$ cat config.mk
export PLATFORM = sky130hd
export DESIGN_NAME = vca_ctrl
export DESIGN_NICKNAME = d
export VERILOG_FILES = /design/src/vca_pkg.sv /design/src/vca_ctrl.sv
export VERILOG_INCLUDE_DIRS = /design/src /design/src/src
export SDC_FILE = /design/constraint.sdc
export NUM_CORES = 1
export LEC_CHECK = 0
export BUFFER_PORTS_ARGS = -buffer_cell sky130_fd_sc_hd__buf_4
export CAP_MARGIN = 10
export CORE_MARGIN = 2
export CORE_UTILIZATION = 60
export CTS_CLUSTER_SIZE = 20
export DETAILED_ROUTE_END_ITERATION = 16
export PLACE_DENSITY = 0.86
export SLEW_MARGIN = 0
export SYNTH_ARGS = -nofsm -noshare
export SYNTH_HDL_FRONTEND = slang
export SYNTH_SLANG_ARGS = --single-unit
$ cat constraint.sdc
create_clock -name CORE_CLK -period 5.6 [get_ports CORE_CLK]
set_input_delay 1.12 -clock CORE_CLK [delete_from_list [all_inputs] [get_ports CORE_CLK]]
set_output_delay 1.12 -clock CORE_CLK [all_outputs]
set_load 0.01 [all_outputs]
$ cat src/vco_cal_regs.svh
/*
  Register offsets, field positions, reset values and timing counts for the
  oscillator calibration / override controller.
  Assumes a plain address/strobe register port with 8-bit addresses.
*/
`ifndef VCO_CAL_REGS_SVH
`define VCO_CAL_REGS_SVH

`define VCA_ADDR_W          8
`define VCA_DATA_W          8
`define VCA_OFS_NDIV_INT    8'h10
`define VCA_OFS_OVR_CTRL    8'h20
`define VCA_OFS_MAN_CORE    8'h21
`define VCA_OFS_MAN_BAND    8'h22
`define VCA_OFS_MAN_BIAS    8'h23
`define VCA_OFS_CAL_CTRL    8'h24
`define VCA_OFS_CLK_CTRL    8'h25
`define VCA_OFS_STATUS      8'h58
`define VCA_OFS_CORE_RB     8'h59
`define VCA_OFS_BAND_RB     8'h5A
`define VCA_OFS_BIAS0_RB    8'h5B
`define VCA_OFS_BIAS1_RB    8'h5C
`define VCA_OFS_LUT_PTR     8'h5D

`define VCA_BIT_OVR_CORE    0
`define VCA_BIT_OVR_BAND    1
`define VCA_BIT_OVR_BIAS    2
`define VCA_BIT_OVR_DB      3
`define VCA_BIT_AUTOCAL     0
`define VCA_BIT_FASTCAL_GO  1
`define VCA_BIT_CLK_REF     0
`define VCA_BIT_CLK_NDIV    1
`define VCA_BIT_CLK_ADC     2
`define VCA_BIT_NCLK_MUTE   3
`define VCA_BIT_ST_ADC      2
`define VCA_BIT_ST_FSM      1

`define VCA_RST_CAL_CTRL    8'h01
`define VCA_RST_CLK_CTRL    8'h07
`define VCA_LUT_DEPTH       32
`define VCA_ADC_CYCLES      8'h10
`define VCA_FSM_TAIL_CYCLES 8'h04

`endif

$ cat src/vca_pkg.sv
/*
  Types for the oscillator calibration / override controller.
  Assumes the constants header is compiled alongside.
*/
`default_nettype none

package vca_pkg;
  typedef enum logic [3:0]
  {
    ST_IDLE = 4'h1,
    ST_ADC  = 4'h2,
    ST_TAIL = 4'h4,
    ST_FAST = 4'h8
  } vca_state_e;

  typedef struct packed
  {
    logic       core;
    logic [7:0] band;
    logic [7:0] bias;
  } vca_set_s;
endpackage : vca_pkg

`default_nettype wire

$ cat src/vca_ctrl.sv
/*
  Oscillator core/band/bias selection with manual override, double buffer,
  autocalibration sequencer and a fast-calibration look-up table.
  Assumes a synchronous register port and an analog side that returns a
  calibration result (CAL_RESULT) and the reference, N-divider and ADC clocks.
*/
// The plain strobed port and the address map are this design's own decisions.
`include "vco_cal_regs.svh"
`default_nettype none

// Summary of operation
// - With double buffer set, manual values wait in a shadow stage.
// - Writing the integer divider word commits pending manual values.
// - Core override flag selects core from manual core field.
// - Band override flag selects band from manual band field.
// - Bias override flag selects bias from manual bias field.
// - Clearing a calibration clock enable gates that clock from the logic.
// - N-clock mute blocks the N-divider clock to the phase detector.
// - Fast calibration table holds 32 core, band, bias entries.
// - Fast calibration start runs 32 autocalibrations, filling the table.
// - Later frequency changes interpolate between stored table entries.
// - Divider write with autocalibration enabled launches autocalibration while idle and before the table is filled.
// - Busy bits: ADC busy falls first, then sequencer busy.
module vca_ctrl #(
  parameter int LUT_DEPTH = `VCA_LUT_DEPTH
) (
  input  wire logic                     CORE_CLK,
  input  wire logic                     SYS_RST,
  input  wire logic [`VCA_ADDR_W-1:0]   REG_ADDR,
  input  wire logic [`VCA_DATA_W-1:0]   REG_WDATA,
  input  wire logic                     REG_WR,
  input  wire logic                     REG_RD,
  output logic      [`VCA_DATA_W-1:0]   REG_RDATA,
  input  wire vca_pkg::vca_set_s        CAL_RESULT,
  input  wire logic                     REF_DIV_CLK_IN,
  input  wire logic                     N_DIV_CLK_IN,
  input  wire logic                     ADC_CLK_IN,
  output logic                          REF_DIV_CLK_GATED,
  output logic                          N_DIVIDED_CLOCK_GATED,
  output logic                          ADC_CLK_GATED,
  output logic                          PFD_N_CLK,
  output vca_pkg::vca_set_s             OSC_SETTING,
  output logic                          CAL_SEQUENCER_BUSY
);
  import vca_pkg::*;

  localparam int IW = $clog2(LUT_DEPTH);

  vca_state_e   state_ff, nxt_state;
  logic [7:0]   ovr_ff, cal_ctrl_ff, clk_ctrl_ff, ndiv_ff;
  vca_set_s     shadow_ff, active_ff, cal_ff, out_ff;
  vca_set_s     lut_ff [LUT_DEPTH];
  logic [7:0]   cnt_ff, nxt_cnt;
  logic [IW-1:0] idx_ff;
  logic         fill_ff, lut_valid_ff;
  logic         adc_busy_ff, cal_sequencer_busy_ff;
  logic [7:0]   rdata_ff;
  logic         rg_ff, ng_ff, ag_ff, pn_ff;

  wire wr_ndiv  = REG_WR && (REG_ADDR == `VCA_OFS_NDIV_INT);
  wire wr_core  = REG_WR && (REG_ADDR == `VCA_OFS_MAN_CORE);
  wire wr_band  = REG_WR && (REG_ADDR == `VCA_OFS_MAN_BAND);
  wire wr_bias  = REG_WR && (REG_ADDR == `VCA_OFS_MAN_BIAS);
  wire db_on    = ovr_ff[`VCA_BIT_OVR_DB];
  wire autocal  = cal_ctrl_ff[`VCA_BIT_AUTOCAL];
  wire fast_go  = REG_WR && (REG_ADDR == `VCA_OFS_CAL_CTRL)
                  && REG_WDATA[`VCA_BIT_FASTCAL_GO];
  // Divider write launches calibration only when enabled
  wire cal_launch = wr_ndiv && autocal && (state_ff == ST_IDLE) && !lut_valid_ff;
  // After table fill, divider write interpolates instead
  wire interp_go  = wr_ndiv && autocal && lut_valid_ff;

  // Upper divider bits pick the table slot, the lowest bit blends neighbours
  wire [IW-1:0] lo_idx = ndiv_nxt_idx(REG_WDATA);
  wire [IW-1:0] hi_idx = (lo_idx == IW'(LUT_DEPTH - 1)) ? lo_idx : lo_idx + IW'(1);
  wire vca_set_s interp = blend(lut_ff[lo_idx], lut_ff[hi_idx], REG_WDATA[0]);

  function automatic logic [IW-1:0] ndiv_nxt_idx(input logic [7:0] n);
    ndiv_nxt_idx = n[IW:1];
  endfunction : ndiv_nxt_idx

  function automatic vca_set_s blend(input vca_set_s a, input vca_set_s b,
                                     input logic half);
    logic [8:0] sb;
    logic [8:0] sv;
    sb = {1'b0, a.band} + {1'b0, b.band};
    sv = {1'b0, a.bias} + {1'b0, b.bias};
    blend.core = half ? b.core : a.core;
    blend.band = half ? sb[8:1] : a.band;
    blend.bias = half ? sv[8:1] : a.bias;
  endfunction : blend

  // Sequencer: ADC phase, then tail phase
  always_comb
  begin
    nxt_state = state_ff;
    nxt_cnt   = cnt_ff;
    case (state_ff)
      ST_IDLE:
      begin
        if (fast_go)
        begin
          nxt_state = ST_ADC;
          nxt_cnt   = `VCA_ADC_CYCLES;
        end
        else if (cal_launch)
        begin
          nxt_state = ST_ADC;
          nxt_cnt   = `VCA_ADC_CYCLES;
        end
      end
      ST_ADC:
      begin
        nxt_cnt = cnt_ff - 8'h01;
        if (cnt_ff == 8'h01)
        begin
          nxt_state = ST_TAIL;
          nxt_cnt   = `VCA_FSM_TAIL_CYCLES;
        end
      end
      ST_TAIL:
      begin
        nxt_cnt = cnt_ff - 8'h01;
        if (cnt_ff == 8'h01)
          nxt_state = fill_ff ? ST_FAST : ST_IDLE;
      end
      ST_FAST:
      begin
        if (idx_ff == IW'(LUT_DEPTH - 1))
          nxt_state = ST_IDLE;
        else
        begin
          nxt_state = ST_ADC;
          nxt_cnt   = `VCA_ADC_CYCLES;
        end
      end
      default: nxt_state = ST_IDLE;
    endcase
  end

  always_ff @(posedge CORE_CLK or posedge SYS_RST)
  begin
    if (SYS_RST)
    begin
      state_ff <= ST_IDLE;
      cnt_ff   <= 8'h00;
    end
    else
    begin
      state_ff <= nxt_state;
      cnt_ff   <= nxt_cnt;
    end
  end

  // ADC busy drops before sequencer busy
  always_ff @(posedge CORE_CLK or posedge SYS_RST)
  begin
    if (SYS_RST)
    begin
      adc_busy_ff <= 1'b0;
      cal_sequencer_busy_ff <= 1'b0;
    end
    else
    begin
      adc_busy_ff <= (nxt_state == ST_ADC);
      cal_sequencer_busy_ff <= (nxt_state != ST_IDLE);
    end
  end

  // Fast-calibration fill pointer and table storage
  always_ff @(posedge CORE_CLK or posedge SYS_RST)
  begin
    if (SYS_RST)
    begin
      idx_ff       <= '0;
      fill_ff      <= 1'b0;
      lut_valid_ff <= 1'b0;
    end
    else if (state_ff == ST_IDLE && fast_go)
    begin
      idx_ff       <= '0;
      fill_ff      <= 1'b1;
      lut_valid_ff <= 1'b0;
    end
    else if (state_ff == ST_FAST)
    begin
      idx_ff       <= idx_ff + IW'(1);
      fill_ff      <= (idx_ff != IW'(LUT_DEPTH - 1));
      lut_valid_ff <= (idx_ff == IW'(LUT_DEPTH - 1));
    end
  end

  // Table written from each calibration result during fast-calibration fill
  always_ff @(posedge CORE_CLK)
  begin
    if (state_ff == ST_TAIL && cnt_ff == 8'h01 && fill_ff)
      lut_ff[idx_ff] <= CAL_RESULT;
  end

  // Control registers and calibration result capture
  always_ff @(posedge CORE_CLK or posedge SYS_RST)
  begin
    if (SYS_RST)
    begin
      ovr_ff      <= 8'h00;
      cal_ctrl_ff <= `VCA_RST_CAL_CTRL;
      clk_ctrl_ff <= `VCA_RST_CLK_CTRL;
      ndiv_ff     <= 8'h00;
      cal_ff      <= '0;
    end
    else
    begin
      if (REG_WR && REG_ADDR == `VCA_OFS_OVR_CTRL)
        ovr_ff <= REG_WDATA;
      if (REG_WR && REG_ADDR == `VCA_OFS_CAL_CTRL)
        cal_ctrl_ff <= {7'h00, REG_WDATA[`VCA_BIT_AUTOCAL]};
      if (REG_WR && REG_ADDR == `VCA_OFS_CLK_CTRL)
        clk_ctrl_ff <= REG_WDATA;
      if (wr_ndiv)
        ndiv_ff <= REG_WDATA;
      if (state_ff == ST_TAIL && cnt_ff == 8'h01)
        cal_ff <= CAL_RESULT;
      else if (interp_go)
        cal_ff <= interp;
    end
  end

  // Shadow stage always takes writes; live copy follows it unless buffered
  always_ff @(posedge CORE_CLK or posedge SYS_RST)
  begin
    if (SYS_RST)
    begin
      shadow_ff <= '0;
      active_ff <= '0;
    end
    else
    begin
      if (wr_core)
        shadow_ff.core <= REG_WDATA[0];
      if (wr_band)
        shadow_ff.band <= REG_WDATA;
      if (wr_bias)
        shadow_ff.bias <= REG_WDATA;
      // Divider write commits, whether or not calibration runs
      if (wr_ndiv || !db_on)
        active_ff <= shadow_ff;
    end
  end

  wire vca_set_s sel = '{
    core: ovr_ff[`VCA_BIT_OVR_CORE] ? active_ff.core : cal_ff.core,
    band: ovr_ff[`VCA_BIT_OVR_BAND] ? active_ff.band : cal_ff.band,
    bias: ovr_ff[`VCA_BIT_OVR_BIAS] ? active_ff.bias : cal_ff.bias
  };

  always_ff @(posedge CORE_CLK or posedge SYS_RST)
  begin
    if (SYS_RST)
      out_ff <= '0;
    else
      out_ff <= sel;
  end

  // Clock gating registered on the core clock
  always_ff @(posedge CORE_CLK or posedge SYS_RST)
  begin
    if (SYS_RST)
    begin
      rg_ff <= 1'b0;
      ng_ff <= 1'b0;
      ag_ff <= 1'b0;
      pn_ff <= 1'b0;
    end
    else
    begin
      rg_ff <= REF_DIV_CLK_IN & clk_ctrl_ff[`VCA_BIT_CLK_REF];
      ng_ff <= N_DIV_CLK_IN & clk_ctrl_ff[`VCA_BIT_CLK_NDIV];
      ag_ff <= ADC_CLK_IN & clk_ctrl_ff[`VCA_BIT_CLK_ADC];
      pn_ff <= N_DIV_CLK_IN & ~clk_ctrl_ff[`VCA_BIT_NCLK_MUTE];
    end
  end

  // Read mux, data valid the cycle after the strobe
  wire [7:0] rd_mux =
    (REG_ADDR == `VCA_OFS_NDIV_INT) ? ndiv_ff :
    (REG_ADDR == `VCA_OFS_OVR_CTRL) ? ovr_ff :
    (REG_ADDR == `VCA_OFS_MAN_CORE) ? {7'h00, shadow_ff.core} :
    (REG_ADDR == `VCA_OFS_MAN_BAND) ? shadow_ff.band :
    (REG_ADDR == `VCA_OFS_MAN_BIAS) ? shadow_ff.bias :
    (REG_ADDR == `VCA_OFS_CAL_CTRL) ? cal_ctrl_ff :
    (REG_ADDR == `VCA_OFS_CLK_CTRL) ? clk_ctrl_ff :
    (REG_ADDR == `VCA_OFS_STATUS)   ? {5'h00, adc_busy_ff, cal_sequencer_busy_ff, lut_valid_ff} :
    (REG_ADDR == `VCA_OFS_CORE_RB)  ? {7'h00, cal_ff.core} :
    (REG_ADDR == `VCA_OFS_BAND_RB)  ? cal_ff.band :
    (REG_ADDR == `VCA_OFS_BIAS0_RB) ? (cal_ff.core ? 8'h00 : cal_ff.bias) :
    (REG_ADDR == `VCA_OFS_BIAS1_RB) ? (cal_ff.core ? cal_ff.bias : 8'h00) :
    (REG_ADDR == `VCA_OFS_LUT_PTR)  ? 8'(idx_ff) : 8'h00;

  always_ff @(posedge CORE_CLK or posedge SYS_RST)
  begin
    if (SYS_RST)
      rdata_ff <= 8'h00;
    else
      rdata_ff <= REG_RD ? rd_mux : 8'h00;
  end

  assign REG_RDATA             = rdata_ff;
  assign OSC_SETTING           = out_ff;
  assign CAL_SEQUENCER_BUSY    = cal_sequencer_busy_ff;
  assign REF_DIV_CLK_GATED     = rg_ff;
  assign N_DIVIDED_CLOCK_GATED = ng_ff;
  assign ADC_CLK_GATED         = ag_ff;
  assign PFD_N_CLK             = pn_ff;
endmodule : vca_ctrl

`default_nettype wire

==> Implementation_results.wiki <==
{| class="wikitable"
! Metric !! Value
|-
| Count of warnings emitted by yosys || 0
|-
| Root cell of the clock tree || sky130_fd_sc_hd__clkbuf_16
|-
| Pleak || 13.2 nW
|-
| Portion of the clock cycle consumed by the worst path in the final layout || 87.8%
|-
| Clock slew at the register clock pins of the worst setup and hold paths || 0.06 ns
|-
| Global route total overflow || 0
|-
| Largest driver fanout on the critical path || 30
|-
| Routed WL per cell || 30.4 um
|-
| Final routed wirelength across all metal layers || 101000 um
|-
| Share of synthesized area spent on multiplexers || 14.6%
|-
| Main synth FF type || sky130_fd_sc_hd__edfxtp_1
|-
| Number of nets still failing antenna checks after routing || 0
|-
| Weighted congestion reported at the end of routability-driven placement || 0.960
|-
| Mean cell area of the mapped netlist || 12.9 um2
|-
| Type of the worst setup path || input pin to flip-flop
|-
| Sink count of the clock tree || 670
|-
| Area of the die || 55900 um2
|-
| Via count of the first global-routing pass || 23.7k
|-
| Setup TNS || 0 ns
|-
| Share of flip-flops with an asynchronous set or reset || 18.8%
|-
| Layout cells sized above 1 || 21.1%
|-
| Worst hold slack after final layout || 0.480 ns
|-
| Parity-gate share of the synthesized area counting xor and xnor cells || 0.405%
|-
| Number of antenna violations at the first check in global routing || 2
|-
| R2R cell count || 8
|-
| Cell area after layout || 36400 um2
|-
| Kind of launch point of the worst setup path || input pin
|-
| Cell chain of the critical path || buf_8, ha_1, nand4_4, xnor2_2, buf_4, nand2_1, and3_1, a311oi_1, a311oi_1, a21oi_1, mux2i_1, buf_4, fa_1, nor2b_1, o21ai_0, a21oi_1, o21a_1, o21ai_0, nand2b_1, a21oi_1, a211oi_1, a221o_1
|-
| Total cell area at the placement stage || 34100 um2
|-
| Mapped Nets || 2578
|-
| DIE HEIGHT || 236 um
|-
| Port Buffer Count || 69
|-
| Nets || 2634
|-
| Peak supply drop || 0.289 mV
|-
| Area fraction in and, or, nand and nor cells after synthesis || 13.0%
|-
| Share of the yosys chip area belonging to registers || 60.1%
|-
| H-tree depth reported by CTS || 3
|-
| Total core area || 53600 um2
|-
| Worst reg2reg endpoint || lut_ff[30][0]$_DFFE_PP_
|-
| Shortest period the worst path allows || 4.92 ns
|-
| Router iterations before antenna repair || 7
|-
| Filler cell count in the final layout || 3507
|-
| Hold worst-path end || ndiv_ff[6]$_DFFE_PP0N_
|-
| Class of the most critical hold timing path || flip-flop to flip-flop
|-
| Total setup violations reported at the end of the flow || 0
|-
| Post-route met1 wirelength || 33000 um
|-
| Number of rows in the core area || 85
|-
| Via count of the routed design || 24.4k
|-
| Via-to-Cell Ratio || 7.36
|-
| DR iter-0 viols || 4662
|-
| Reg2reg setup slack || 1.40 ns
|-
| Startpoint of the worst register-to-register path || cnt_ff[5]$_DFFE_PP0P_
|-
| Clock Skews || 0.0436 ns
|-
| Met2 wire length || 44600 um
|-
| Number of instances in the synthesized netlist || 2514
|-
| Clock tree from TritonCTS || yes
|-
| Most Frequent Cell on Critical Path || sky130_fd_sc_hd__a21oi_1
|-
| Power density cells || 314 nW/um2
|-
| Run status || complete, no violations
|-
| Residual DRC || 0
|-
| Overall fraction of global-route tracks in use || 36.3%
|-
| CP endpoint kind || flip-flop
|-
| Maximum cell stage delay along the critical path || 0.44 ns
|-
| Number of synthesized flops with an enable pin || 544
|-
| Layout overhead on the synthesized area || 12.1%
|-
| Combined area of all synthesized cells || 32400 um2
|-
| Worst Max-Slew Pin Slew || 1.24 ns
|-
| Arrival time worst endpoint || 5.48 ns
|-
| Worst-case headroom to the max-slew limit || 16.5%
|-
| Post-CTS repair timing setup buffer count || 0
|-
| IO Count || 70
|-
| Post-CTS Hold Fix Bufs || 0
|-
| Inserted Clock Buffers || 70
|-
| Largest net degree at the start of global routing || 92
|-
| Distinct cells, synth || 69
|-
| Wire length of the first global-routing pass || 149000 um
|-
| Maximum number of buffers from clock root to sink || 3
|-
| CP Data Required Time || 6.17 ns
|-
| Number of synthesized register bits || 670
|-
| DR top layer || met5
|-
| Startpoint of the worst hold path || ndiv_ff[6]$_DFFE_PP0N_
|-
| Number of pins with negative max-slew slack in the final report || 0
|-
| Final number of hold-violating endpoints || 0
|-
| Cell type of the slowest stage on the worst timing path || sky130_fd_sc_hd__fa_1
|-
| Max-cap viol count || 0
|-
| Combinational family with the most area after synthesis || multiplexers
|-
| Worst hold stages || 2
|-
| Synthesized-area fraction occupied by ao, oa, aoi and oai cells || 8.24%
|-
| Starting density of the core || 60.5%
|-
| X dimension of the die || 236 um
|-
| CTS resizes || 0
|-
| Unrepaired setup endpoints after global routing || no
|-
| Clock latency reported for the late side of the worst-skew pair || 0.63 ns
|-
| DPL Wire Length || 59400 um
|-
| Arithmetic-cell share of the synthesized area counting full adders, half adders and majority gates || 0.972%
|-
| Max Clk Rate || 203 MHz
|-
| Routed length on met3 || 16000 um
|}
-- through the flow --
step	worst slack, ns	std cells	utilization (%)	power [W]
2_1_floorplan	0.758	2514	-	0.00636
3_3_place_gp	0.456	3194	63.6	0.00674
3_5_place_dp	0.369	3194	63.6	0.00678
4_1_cts	0.838	3321	67.8	0.0114
5_1_grt	0.541	3321	67.8	0.0117
6_report	0.684	3322	67.8	0.0114
-- where the power goes --
group / switching, W / leakage [nW] / internal [W]
Combinational: 0.000814 / 5.52 / 0.000488
Sequential: 0.0000260 / 6.54 / 0.00542
Clock: 0.00198 / 1.10 / 0.00269
Total: 0.00282 / 13.2 / 0.00859
-- flip-flops by register name, indices dropped and copies added, names as in the netlist, 8 cells and up --
| register | cells |
|---|---|
| OSC_SETTING | 17 |
| REG_RDATA | 8 |
| active_ff | 17 |
| cal_ff | 17 |
| clk_ctrl_ff | 8 |
| cnt_ff | 8 |
| lut_ff | 544 |
| ndiv_ff | 8 |
| ovr_ff | 8 |
| shadow_ff | 17 |
-- critical path: cells and delay by family --
kind | cells | cell delay [ns]
XOR/XNOR | 1 | 0.33
buffers and inverters | 3 | 0.65
multiplexers | 1 | 0.12
adder cells (fa/ha/maj) | 2 | 0.66
AO/OA/AOI/OAI | 10 | 1.80
AND/OR/NAND/NOR | 5 | 0.77
-- synthesized netlist by cell type (4+ instances only) --
cell type	count	area (um2)
sky130_fd_sc_hd__xnor2_1	7	61.3
sky130_fd_sc_hd__buf_1	34	128
sky130_fd_sc_hd__nor3_1	14	70.1
sky130_fd_sc_hd__mux2_2	67	754
sky130_fd_sc_hd__nor2b_1	18	113
sky130_fd_sc_hd__dfstp_2	5	131
sky130_fd_sc_hd__a21oi_1	49	245
sky130_fd_sc_hd__o21ai_1	6	30.0
sky130_fd_sc_hd__nand3b_1	7	52.6
sky130_fd_sc_hd__ha_1	22	275
sky130_fd_sc_hd__a211oi_1	9	67.6
sky130_fd_sc_hd__nand3_1	140	701
sky130_fd_sc_hd__o221a_2	4	45.0
sky130_fd_sc_hd__mux2i_1	40	400
sky130_fd_sc_hd__clkbuf_1	97	364
sky130_fd_sc_hd__and2_1	7	43.8
sky130_fd_sc_hd__and3_1	68	425
sky130_fd_sc_hd__a311o_1	4	40.0
sky130_fd_sc_hd__o21a_1	4	30.0
sky130_fd_sc_hd__a221oi_1	10	87.6
sky130_fd_sc_hd__dfrtp_1	121	3030
sky130_fd_sc_hd__a32oi_1	12	105
sky130_fd_sc_hd__o211ai_1	4	30.0
sky130_fd_sc_hd__inv_1	25	93.8
sky130_fd_sc_hd__o21ai_0	62	310
sky130_fd_sc_hd__a31oi_1	27	169
sky130_fd_sc_hd__mux4_2	158	3560
sky130_fd_sc_hd__buf_2	40	200
sky130_fd_sc_hd__a311oi_1	107	937
sky130_fd_sc_hd__nand2_1	603	2260
sky130_fd_sc_hd__buf_4	11	82.6
sky130_fd_sc_hd__o31ai_1	18	135
sky130_fd_sc_hd__xor2_1	8	70.1
sky130_fd_sc_hd__nor3b_1	5	37.5
sky130_fd_sc_hd__a222oi_1	6	60.1
sky130_fd_sc_hd__nor2_1	70	263
sky130_fd_sc_hd__nand2b_1	9	56.3
sky130_fd_sc_hd__edfxtp_1	544	16300
sky130_fd_sc_hd__a22oi_1	21	158
-- logic make-up after synthesis --
group / after synthesis
AOI/OAI and AO/OA: 368
xor gates and xnor gates: 15
adders and majority gates: 24
buffers and inverters: 209
DFF: 670
muxes: 266
and+or+nand+nor: 962
-- cell type report --
cell class,instances,area (um2),share of cell area [%]
flip-flops and latches,670,19500,53.6
multi-input cells,1635,12200,33.5
clock buffers,88,1820,5.00
repair buffers,168,1460,4.01
well taps,696,871,2.39
clock inverters,39,430,1.18
inverters,25,96.3,0.265
diodes,1,2.50,0.00688
-- layout by cell type (no fill, tap or decap), drive strengths merged, types with 7 or more instances in the layout --
cell type  netlist  routed
a211oi           9       9
a21oi           49      49
a221oi          10      10
a22oi           21      21
a311oi         107     107
a31oi           27      27
a32oi           12      12
and2             8       8
and3            68      68
buf             87     168
bufinv           0       8
clkbuf          97      88
clkinv           0      26
dfrtp          121     121
edfxtp         544     544
ha              22      22
inv             25      28
mux2            68      68
mux2i           40      40
mux4           158     158
nand2          603     603
nand2b           9       9
nand3          140     140
nand3b           7       7
nor2            70      70
nor2b           18      18
nor3            15      15
o21ai           68      68
o31ai           18      18
xnor2            7       7
xor2             8       8
-- worst max-delay path by stage --
stage | from | end | slack, ns | depth (start not counted)
6_report | REG_WDATA[1] | cal_ff[7]$_DFFE_PP0P_ | 0.68 | 22
5_1_grt | REG_WDATA[1] | cal_ff[7]$_DFFE_PP0P_ | 0.54 | 22
4_1_cts | REG_WDATA[1] | cal_ff[7]$_DFFE_PP0P_ | 0.84 | 22
3_5_place_dp | REG_WDATA[1] | cal_ff[7]$_DFFE_PP0P_ | 0.37 | 22
3_3_place_gp | REG_WDATA[1] | cal_ff[15]$_DFFE_PP0P_ | 0.46 | 19
2_1_floorplan | REG_WDATA[1] | cal_ff[7]$_DFFE_PP0P_ | 0.76 | 22
-- layer usage --
| layer | vias up | track usage (%) |
|---|---|---|
| li1 | 9770 | - |
| met1 | 11800 | 47.8 |
| met2 | 2309 | 53.8 |
| met3 | 604 | 11.1 |
| met4 | 2 | 21.2 |
| met5 | - | 0 |
No activity file was read; power rests on OpenSTA's default activity.
